$ cat src/pwm_core_pkg.sv
package pwm_core_pkg;

  // Counter geometry and fixed values
  localparam int unsigned CNT_W = 16;
  localparam int unsigned NUM_OUT = 2;
  localparam logic [15:0] CNT_INIT = 16'hFFFF;
  localparam logic [15:0] CNT_ZERO = 16'h0000;
  localparam logic [15:0] CNT_ONE = 16'h0001;

  // Port 20 direction register
  localparam logic [7:0] PORT20_DIR_RESET = 8'hFF;
  localparam int unsigned PORT20_FIXED_BIT = 7;

  // External interrupt routing choices
  localparam logic ROUTE_EXT_IRQ = 1'b0;
  localparam logic ROUTE_TIMER = 1'b1;

  // Input synchroniser depth
  localparam int unsigned SYNC_STAGES = 3;

  // Compare settings written by software
  typedef struct packed {
    logic [15:0] period;
    logic [1:0][15:0] set_cmp;
    logic [1:0][15:0] reset_cmp;
  } cmp_cfg_t;

  // Per-output control bits
  typedef struct packed {
    logic [1:0] output_enable_bit;
    logic [1:0] default_level_bit;
    logic [1:0] active_level_bit;
  } out_cfg_t;

  // Whole state of the core
  typedef struct packed {
    logic run;
    logic start_pend;
    logic en_prev;
    logic [15:0] cnt;
    cmp_cfg_t buf_cmp;
    logic load_pend;
    logic [1:0] oe_prev;
    logic [1:0] tod;
    logic [1:0] wave;
    logic [1:0] follow;
    logic [1:0] pin;
    logic [1:0] drive;
    logic irq;
    logic [1:0] ext_irq;
    logic [7:0] pm;
    logic [1:0][2:0] sync;
    logic [1:0] lvl;
    logic trig_pend;
  } core_state_t;

endpackage

$ cat src/pwm_timer_counter_output_core.sv
`timescale 1ns/10ps
module pwm_timer_counter_output_core (
  input wire logic core_clk,
  input wire logic rst,
  input wire logic clk_en,
  input wire logic count_tick,
  input wire logic counter_enable_bit,
  input wire logic period_by_trigger,
  input wire logic trig_load_en,
  input wire logic batch_load_req,
  input wire pwm_core_pkg::cmp_cfg_t cmp_cfg,
  input wire pwm_core_pkg::out_cfg_t out_cfg,
  input wire logic irq20_route_select,
  input wire logic irq21_route_select,
  input wire logic ext_irq_pin_a,
  input wire logic ext_irq_pin_b,
  input wire logic port20_wr,
  input wire logic [7:0] port20_wdata,
  output logic [15:0] timer_up_counter,
  output logic timer_period_interrupt,
  output logic [1:0] pwm_output_pin,
  output logic [1:0] pwm_pin_drive,
  output logic [1:0] stop_release_irq,
  output logic [7:0] port20_direction
);

  // Pin level from tracking state, polarity and default level
  function automatic logic pin_level(input logic follow, input logic wave,
                                     input logic tol, input logic tod);
    if (follow) begin
      pin_level = wave ? ~tol : tol;
    end else begin
      pin_level = tod;
    end
  endfunction

  pwm_core_pkg::core_state_t q;
  pwm_core_pkg::core_state_t d;
  logic [1:0] pin_rise;
  logic [1:0] route;
  logic restart_trig;
  logic force_stop;
  logic trig_eff;
  logic period_match;
  logic load_now;

  // Filtered rising edges of the external pins
  always_comb begin
    for (int i = 0; i < 2; i++) begin
      pin_rise[i] = (q.sync[i][1] == q.sync[i][2]) && q.sync[i][2] &&
                    !q.lvl[i];
    end
  end

  // Pin routing to timer trigger or stop-release interrupt
  assign route = {irq21_route_select, irq20_route_select};
  assign restart_trig = pin_rise[1] && (route[1] == pwm_core_pkg::ROUTE_TIMER);
  assign force_stop = pin_rise[0] && (route[0] == pwm_core_pkg::ROUTE_TIMER);
  // A trigger edge counts at the tick that takes it, even if it came earlier
  assign trig_eff = period_by_trigger && (restart_trig || q.trig_pend);
  assign period_match = q.run && (q.cnt == q.buf_cmp.period);

  // Buffer load points: start, or clear with a pending request, or trigger clear with trig_load_en set
  assign load_now = count_tick && counter_enable_bit &&
                    (q.start_pend ||
                     (q.run && (period_match || trig_eff) &&
                      (q.load_pend || (trig_eff && trig_load_en))));

  // Next state
  always_comb begin
    logic [15:0] nxt;
    logic set_hit;
    logic rst_hit;
    pwm_core_pkg::cmp_cfg_t nb;
    nxt = q.cnt;
    set_hit = 1'b0;
    rst_hit = 1'b0;
    nb = q.buf_cmp;
    d = q;
    d.irq = 1'b0;
    d.ext_irq = 2'b00;

    // Three-stage synchronisers, level taken when stages two and three agree
    for (int i = 0; i < 2; i++) begin
      d.sync[i] = {q.sync[i][1], q.sync[i][0],
                   (i == 0) ? ext_irq_pin_a : ext_irq_pin_b};
      if (q.sync[i][1] == q.sync[i][2]) begin
        d.lvl[i] = q.sync[i][2];
      end
      if (pin_rise[i] && (route[i] == pwm_core_pkg::ROUTE_EXT_IRQ)) begin
        d.ext_irq[i] = 1'b1;
      end
    end

    // Hold a trigger edge until the next count tick takes it
    if (restart_trig && period_by_trigger) begin
      d.trig_pend = 1'b1;
    end
    if (count_tick) begin
      d.trig_pend = 1'b0;
    end

    // Sampled controls and port direction register
    d.en_prev = counter_enable_bit;
    d.oe_prev = out_cfg.output_enable_bit;
    d.tod = out_cfg.default_level_bit;
    d.drive = ~q.pm[1:0];
    if (port20_wr) begin
      d.pm = port20_wdata;
    end

    // Start request on enable rise, dropped if enable falls again
    if (counter_enable_bit && !q.en_prev && !q.run) begin
      d.start_pend = 1'b1;
    end
    if (!counter_enable_bit) begin
      d.start_pend = 1'b0;
    end

    if (load_now) begin
      nb = cmp_cfg;
      d.buf_cmp = cmp_cfg;
      d.load_pend = 1'b0;
    end
    // A new request in the load cycle survives the clear
    if (batch_load_req) begin
      d.load_pend = 1'b1;
    end

    if (count_tick) begin
      if (q.start_pend && counter_enable_bit) begin
        // First tick after enable: FFFFH wraps to 0000H
        nxt = q.cnt + pwm_core_pkg::CNT_ONE;
        d.cnt = nxt;
        d.run = 1'b1;
        d.start_pend = 1'b0;
        d.irq = 1'b1;
      end else if (q.run) begin
        if (period_match || trig_eff) begin
          nxt = pwm_core_pkg::CNT_ZERO;
        end else begin
          nxt = q.cnt + pwm_core_pkg::CNT_ONE;
        end
        d.cnt = nxt;
        if (period_match) begin
          d.irq = 1'b1;
        end
      end

      // Per-output waveform tracking on this tick
      for (int i = 0; i < 2; i++) begin
        if (q.run || q.start_pend) begin
          set_hit = (nxt == nb.set_cmp[i]);
          rst_hit = (nxt == nb.reset_cmp[i]);
          if (set_hit || rst_hit) begin
            d.wave[i] = set_hit && !rst_hit;
          end
        end else begin
          set_hit = 1'b0;
          rst_hit = 1'b0;
        end
        if (!q.oe_prev[i]) begin
          d.follow[i] = 1'b0;
        end else if (set_hit || rst_hit) begin
          d.follow[i] = 1'b1;
        end
        d.pin[i] = pin_level(d.follow[i], d.wave[i],
                             out_cfg.active_level_bit[i], q.tod[i]);
      end

      // Enable fell: stop after this tick's match effects
      if (q.run && !counter_enable_bit) begin
        d.cnt = pwm_core_pkg::CNT_INIT;
        d.run = 1'b0;
        d.wave = 2'b00;
        d.follow = 2'b00;
        d.pin = q.tod;
      end
    end

    // Forced output stop from the routed pin
    if (force_stop) begin
      d.follow = 2'b00;
      d.pin = q.tod;
    end
  end

  // State register, frozen while the clock enable is low
  always_ff @(posedge core_clk) begin
    if (rst) begin
      q <= '0;
      q.cnt <= pwm_core_pkg::CNT_INIT;
      q.pm <= pwm_core_pkg::PORT20_DIR_RESET;
      q.drive <= 2'b00;
    end else if (clk_en) begin
      q <= d;
    end
  end

  // Outputs straight from the state register
  assign timer_up_counter = q.cnt;
  assign timer_period_interrupt = q.irq;
  assign pwm_output_pin = q.pin;
  assign pwm_pin_drive = q.drive;
  assign stop_release_irq = q.ext_irq;
  assign port20_direction = q.pm;
endmodule // pwm_timer_counter_output_core

$ cat config.mk
export PLATFORM = sky130hd
export DESIGN_NAME = pwm_timer_counter_output_core
export DESIGN_NICKNAME = d
export VERILOG_FILES = /design/src/pwm_core_pkg.sv /design/src/pwm_timer_counter_output_core.sv
export SDC_FILE = /design/constraint.sdc
export NUM_CORES = 1
export LEC_CHECK = 0
export BUFFER_PORTS_ARGS = -buffer_cell sky130_fd_sc_hd__buf_2
export CAP_MARGIN = 20
export CELL_PAD_IN_SITES_DETAIL_PLACEMENT = 1
export CELL_PAD_IN_SITES_GLOBAL_PLACEMENT = 2
export CORE_MARGIN = 4
export CORE_UTILIZATION = 33
export CTS_CLUSTER_SIZE = 10
export DETAILED_ROUTE_END_ITERATION = 12
export GPL_ROUTABILITY_DRIVEN = 0
export PLACE_DENSITY = 0.81
export SETUP_SLACK_MARGIN = 0.05
export SLEW_MARGIN = 25
export SYNTH_ARGS = -nofsm -noshare
export SYNTH_HDL_FRONTEND = slang
export SYNTH_SLANG_ARGS = --single-unit
export TNS_END_PERCENT = 20
$ cat constraint.sdc
create_clock -name core_clk -period 4.16 [get_ports core_clk]
set_input_delay 0.416 -clock core_clk [delete_from_list [all_inputs] [get_ports core_clk]]
set_output_delay 0.416 -clock core_clk [all_outputs]
set_load 0.01 [all_outputs]
==> metrics, run 1 <==
latest clock arrival within the worst-skew pair approximately 430 ps; Synthesis Warnings 0; Area after DPL between 8000 and 9000 um^2; vias per cell about 5.1; Gate power share 13.5%; Worst VDD drop between 0.0002 and 0.00025 V; Max Clock Freq ~260 MHz; DRC errors left 0; Pint 2.48 mW; WL/cell 19.1 um; Max FO, Critical Path 32; top_reg_cell synth dfxtp_1; IO buf count roughly 140; core box area around 22000 um^2; asr flop ratio synth 0%; Initial Util approximately a third; DRT Wirelength about 25000 um; CTS Hold Bufs 0; post-route ant nets 0; row count between 50 and 60; slew margin rel. roughly a third; Worst Hold Class in2reg; post-synth net total around 1.0k; top-count cell post-synth nand2_1; Post-synth EDFFs 0; final non-filler cell total 1303; CP arrival between 4000 and 5000 ps; Final Cell Area a little under 9000 um^2; Final Util about two fifths; Net Sw Power between 800 and 900 uW; slowest cell delay on critical path approximately 400 ps; ANT cells 0; clk_skew slightly above 9 ps; Pre-antenna DRT Iters 5; final setup fails 0; top cell type's share of synthesized area between 30% and 40%; leading area contributor after synthesis dfxtp_1; Critical-path top delay cell mux2i_1; pwr/cell area ~380 nW/um^2; crit path capture type flip-flop; status complete, no violations; setup_tns 0 ps; global-route wire length before repair between 30000 and 40000 um; CP most frequent cell o21ai_1; worst r2r path cells 13; Chip Height ~160 um; worst hold path depth 3; crit start category flip-flop; Mapped Avg Cell Area 8.15 um^2; area delta synth->final 20.1%; Final Max Tran Viols 0; total gr overflow 0; final hold viol count 0; H-tree depth 4; layout cell share with drive strength beyond 1 21.6%; cells after synthesis between 900 and 1k; total die area around 25000 um^2; Clock Tree Buf Depth 2; vias in the first global route between 6k and 7k; Die X roughly 160 um; CTS tree yes; cell area after synthesis between 7000 and 8000 um^2; Seq cells post-synth 132; # clock sinks 132; largest net degree at the start of global routing 95; placed cells approximately 1.3k; Synth top cells by count nand2_1, dfxtp_1, a21oi_1; nets@finish ~1.1k; CP Data Required Time approximately 4500 ps; Ports roughly 140; critical path class reg2reg; HPWL Detailed 18100 um; Leak Pwr roughly 3.8 nW; worst hold slack roughly 220 ps; Flop pwr share between 30% and 40%; synth top area cells dfxtp_1, mux2i_1, nand2_1; CTS Root Cell clkbuf_16; via count between 6k and 7k; initial antenna violation count 0; GRT Overall Usage 20.0%; slew at the pin closest to its max-slew limit between 1000 and 1500 ps; cell chain of the critical path ha_1, and3b_1, o21ai_1, o21ai_1, a31oi_4, buf_12, mux2i_1, xor2_1, nor4_2, o2111ai_1, a21oi_1, nor4b_1, a311o_1; RSZ-0062 raised after global routing no; Seq/Total Area, Yosys a little over a third; clock share of power about 47%; Sw Share a little over a quarter; total CTS buffers 17; min Tclk post-route roughly 3800 ps; library cells used by synthesis a little under 60; Reg clk slew, reported paths around 60 ps; DRT iter0 DRCs approximately 400; max-cap violation count 0; crit share post-route roughly 90%
-- final timing paths --
kind / startpoint / to / slack [ps]
setup / recovery: q[8] / pwm_output_pin[0] / 350
hold / removal: ext_irq_pin_b / d[7] / 220
setup reg to reg: q[8] / pwm_output_pin[0] / 350
hold reg to reg: q[93] / q[93] / 460
-- per-layer routing --
layer  track usage [%]  routed length [um]  vias up  share of wire [%]
li1                  -                   -     3302                  -
met5                 0                   0        -                  0
met1              27.1               11700     3239                 47
met3              3.23                 810       26                3.3
met2              32.8               11900      121                 48
met4              6.21                 423        0                1.7
-- power by group through the flow --
stage	Combinational (mW)	Clock, mW	Sequential [mW]
floorplan	0.282	0	1.34
global placement	0.451	0	1.35
detailed placement	0.451	0	1.35
CTS	0.455	1.62	1.32
global route	0.495	1.68	1.33
finish	0.456	1.59	1.32
-- metrics by stage --
step | worst slack [ps] | total power [mW]
2_1_floorplan | 916 | 1.62
3_3_place_gp | 215 | 1.80
3_5_place_dp | 146 | 1.80
4_1_cts | 102 | 3.40
5_1_grt | 176 | 3.50
6_report | 346 | 3.37
-- cell type report --
type	count	area, um^2
Sequential cell	132	2640
Clock inverter	9	125
Clock buffer	23	488
Multi-Input combinational cell	684	4280
Tap cell	280	350
Fill cell	2676	13000
Timing Repair Buffer	172	1010
Inverter	3	11.3
-- cells by family (layout without fill, tap and decap cells) --
logic type | Yosys count | in the layout | synth area share [%]
simple gates | 346 | 346 | 21.6
flops | 132 | 132 | 35.6
buf+inv | 94 | 207 | 7.00
compound gates | 168 | 168 | 14.2
fa+ha+maj | 3 | 3 | 0.506
mux | 82 | 82 | 11.1
xor+xnor | 85 | 85 | 10.0
-- state kept, by name, summed over array words and instances, names as in the netlist --
name                    flops
pwm_output_pin              2
stop_release_irq            2
pwm_pin_drive               2
q                          97
port20_direction            8
d                           4
timer_period_interrupt      1
timer_up_counter           16
-- what timing repair did --
| action | in CTS | in global routing |
|---|---|---|
| gates resized for setup | 0 | 3 |
| buffers inserted | 0 | 0 |
| endpoints found under the setup margin | 0 | 2 |
-- placed cells by master, fill, tap and decap left out, types with 8 or more instances in the layout --
cell         n
nand2_1    198
buf_2      136
dfxtp_1    132
a21oi_1     97
mux2i_1     81
xor2_1      45
nor2_1      40
xnor2_1     40
buf_4       31
nand3_1     18
clkbuf_16   17
and3_1      14
nand4_1     13
o211ai_1    11
o21ai_1      9
a211o_1      8
nor4_1       8
-- worst max-delay path, delay by kind of cell (launching register included) --
family	cells	cell delay, ps
flops	1	330
buf+inv	1	280
mux	1	400
xor+xnor	1	160
simple gates	3	680
compound gates	6	1600
fa+ha+maj	1	220
(Power assumes the default switching activity.)
==> run 2: changes to the inputs <==
--- a/config.mk
+++ b/config.mk
@@ -10,11 +10,11 @@
 export CELL_PAD_IN_SITES_DETAIL_PLACEMENT = 1
 export CELL_PAD_IN_SITES_GLOBAL_PLACEMENT = 2
 export CORE_MARGIN = 4
-export CORE_UTILIZATION = 33
+export CORE_UTILIZATION = 30
 export CTS_CLUSTER_SIZE = 10
 export DETAILED_ROUTE_END_ITERATION = 12
 export GPL_ROUTABILITY_DRIVEN = 0
-export PLACE_DENSITY = 0.81
+export PLACE_DENSITY = 0.74
 export SETUP_SLACK_MARGIN = 0.05
 export SLEW_MARGIN = 25
 export SYNTH_ARGS = -nofsm -noshare
==> metrics, run 2 (synthesis results as in run 1) <==
CTS tree yes; H-tree depth 4 (unchanged); max-cap violation count 0 (unchanged); Final Util 37.1% (-3.4 points); DRT iter0 DRCs 296 (-27%); largest net degree at the start of global routing 85 (-11%); IO buf count 137 (unchanged); placed cells 1325 (+4.3%); most frequent cells in the layout nand2_1, buf_2, dfxtp_1; Critical-path top delay cell dfxtp_1; Final Max Tran Viols 0 (unchanged); DRC errors left 0 (unchanged); latest clock arrival within the worst-skew pair 420 ps (about the same); DRT Wirelength 25200 um (+1.4%); area delta synth->final 21.8%; status complete, no violations; Max FO, Critical Path 5 (-84%); via count 6683 (-0.075%); global-route wire length before repair 38600 um (+1.1%); Max Clock Freq 266 MHz (+1.3%); pwr/cell area 376 nW/um^2 (-0.47%); crit share post-route 90.5% (-1.2 points); total gr overflow 0 (unchanged); total CTS buffers 17 (unchanged); final setup fails 0 (unchanged); WL/cell 18.6 um (-2.7%); slowest cell delay on critical path 510 ps (+110 ps); Reg clk slew, reported paths 50 ps (about the same); slew margin rel. 36.8% (+4.1 points); final setup margin 395 ps (+49.0 ps); CP arrival 4060 ps (-70 ps); worst r2r path cells 13 (unchanged); Die X 165 um (+4.6%); Worst VDD drop 0.000200 V (-9.4%); core box area 24300 um^2 (+11%); layout cell share with drive strength beyond 1 22.4% (+0.83 points); row count 57 (+5.6%); Place WS 245 ps (+99.7 ps); slew at the pin closest to its max-slew limit 948 ps (-59.1 ps); post-route ant nets 0 (unchanged); Largest register FFs 97 (unchanged); clk_skew 11.4 ps (+2.19 ps); crit start category flip-flop; RSZ-0062 raised after global routing no; nets@finish 1133 (+1.2%); # clock sinks 132 (unchanged); HPWL Detailed 18600 um (+2.7%); crit path capture type flip-flop; cell chain of the critical path buf_4, and3_1, and2_1, nand2_1, or3_1, a21oi_2, xor2_1, nand4_1, nor4_1, o2111ai_1, a21oi_1, nor4b_1, a311o_1; final hold viol count 0 (unchanged); final non-filler cell total 1358 (+4.2%); setup_tns 0 ps (unchanged); Worst Hold Class in2reg; CTS Hold Bufs 0 (unchanged); Chip Height 165 um (+4.6%); CTS Root Cell clkbuf_16; initial antenna violation count 0 (unchanged); Initial Util 30.5% (-3.3 points); Ports 138 (unchanged); Pre-antenna DRT Iters 5 (unchanged); worst hold path depth 3 (unchanged); commonest non-fill, non-tap cell in the layout nand2_1; ANT cells 0 (unchanged); vias in the first global route 6821 (+0.55%); vias per cell 4.92 (-4.1%); min Tclk post-route 3760 ps (-49.0 ps); Clock Tree Buf Depth 2 (unchanged); total die area 27300 um^2 (+9.5%); Leak Pwr 3.82 nW (+1.1%); Biggest register q; CP Data Required Time 4460 ps (about the same); critical path class reg2reg; GRT Overall Usage 18.6% (-1.4 points)
## run 2: layer usage
metal  global-route usage (%)  up-vias  share of wire, %
met5                        0        -                 0
met4                     4.42        0               1.5
met3                     3.47       21               3.6
met2                     31.0      123                48
met1                     25.0     3202                47
li1                         -     3337                 -
## run 2: power breakdown
part / internal [mW] / total (mW) / switching [mW]
clock: 1.05 / 1.61 / 0.563
sequential: 1.30 / 1.32 / 0.0240
combinational: 0.194 / 0.471 / 0.277
total: 2.53 / 3.40 / 0.864
## run 2: timing repair
action                     in CTS  in global routing
gates resized for setup         0                  1
setup buffers                   0                  3
setup endpoints to repair       0                  3
## run 2: final timing paths
path / to / slack (ps) / start
setup / recovery: pwm_output_pin[0] / 400 / timer_up_counter[4]
hold / removal: d[7] / 230 / ext_irq_pin_b
setup reg to reg: pwm_output_pin[0] / 400 / timer_up_counter[4]
hold reg to reg: q[73] / 450 / q[73]
## run 2: layout make-up
type	count	area, um^2
timing repair buffer	185	1070
clock inverter	8	150
fill	2906	15300
sequential	132	2640
clock buffer	22	474
inverter	3	11.3
multi-input combinational	684	4280
tap	324	405
## run 2: worst max-delay path: cells and delay by family, from the launching register on
| kind | cells | cell delay (ps) |
|---|---|---|
| flops | 1 | 510 |
| buf+inv | 1 | 200 |
| compound gates | 4 | 1320 |
| xor+xnor | 1 | 190 |
| simple gates | 7 | 1410 |
## run 2: through the flow
step	area [um^2]	total power, mW	hold slack, ps
2_1_floorplan	7420	1.62	436
3_3_place_gp	8380	1.82	441
3_5_place_dp	8380	1.82	445
4_1_cts	9000	3.44	223
5_1_grt	9030	3.55	222
6_report	9030	3.40	235
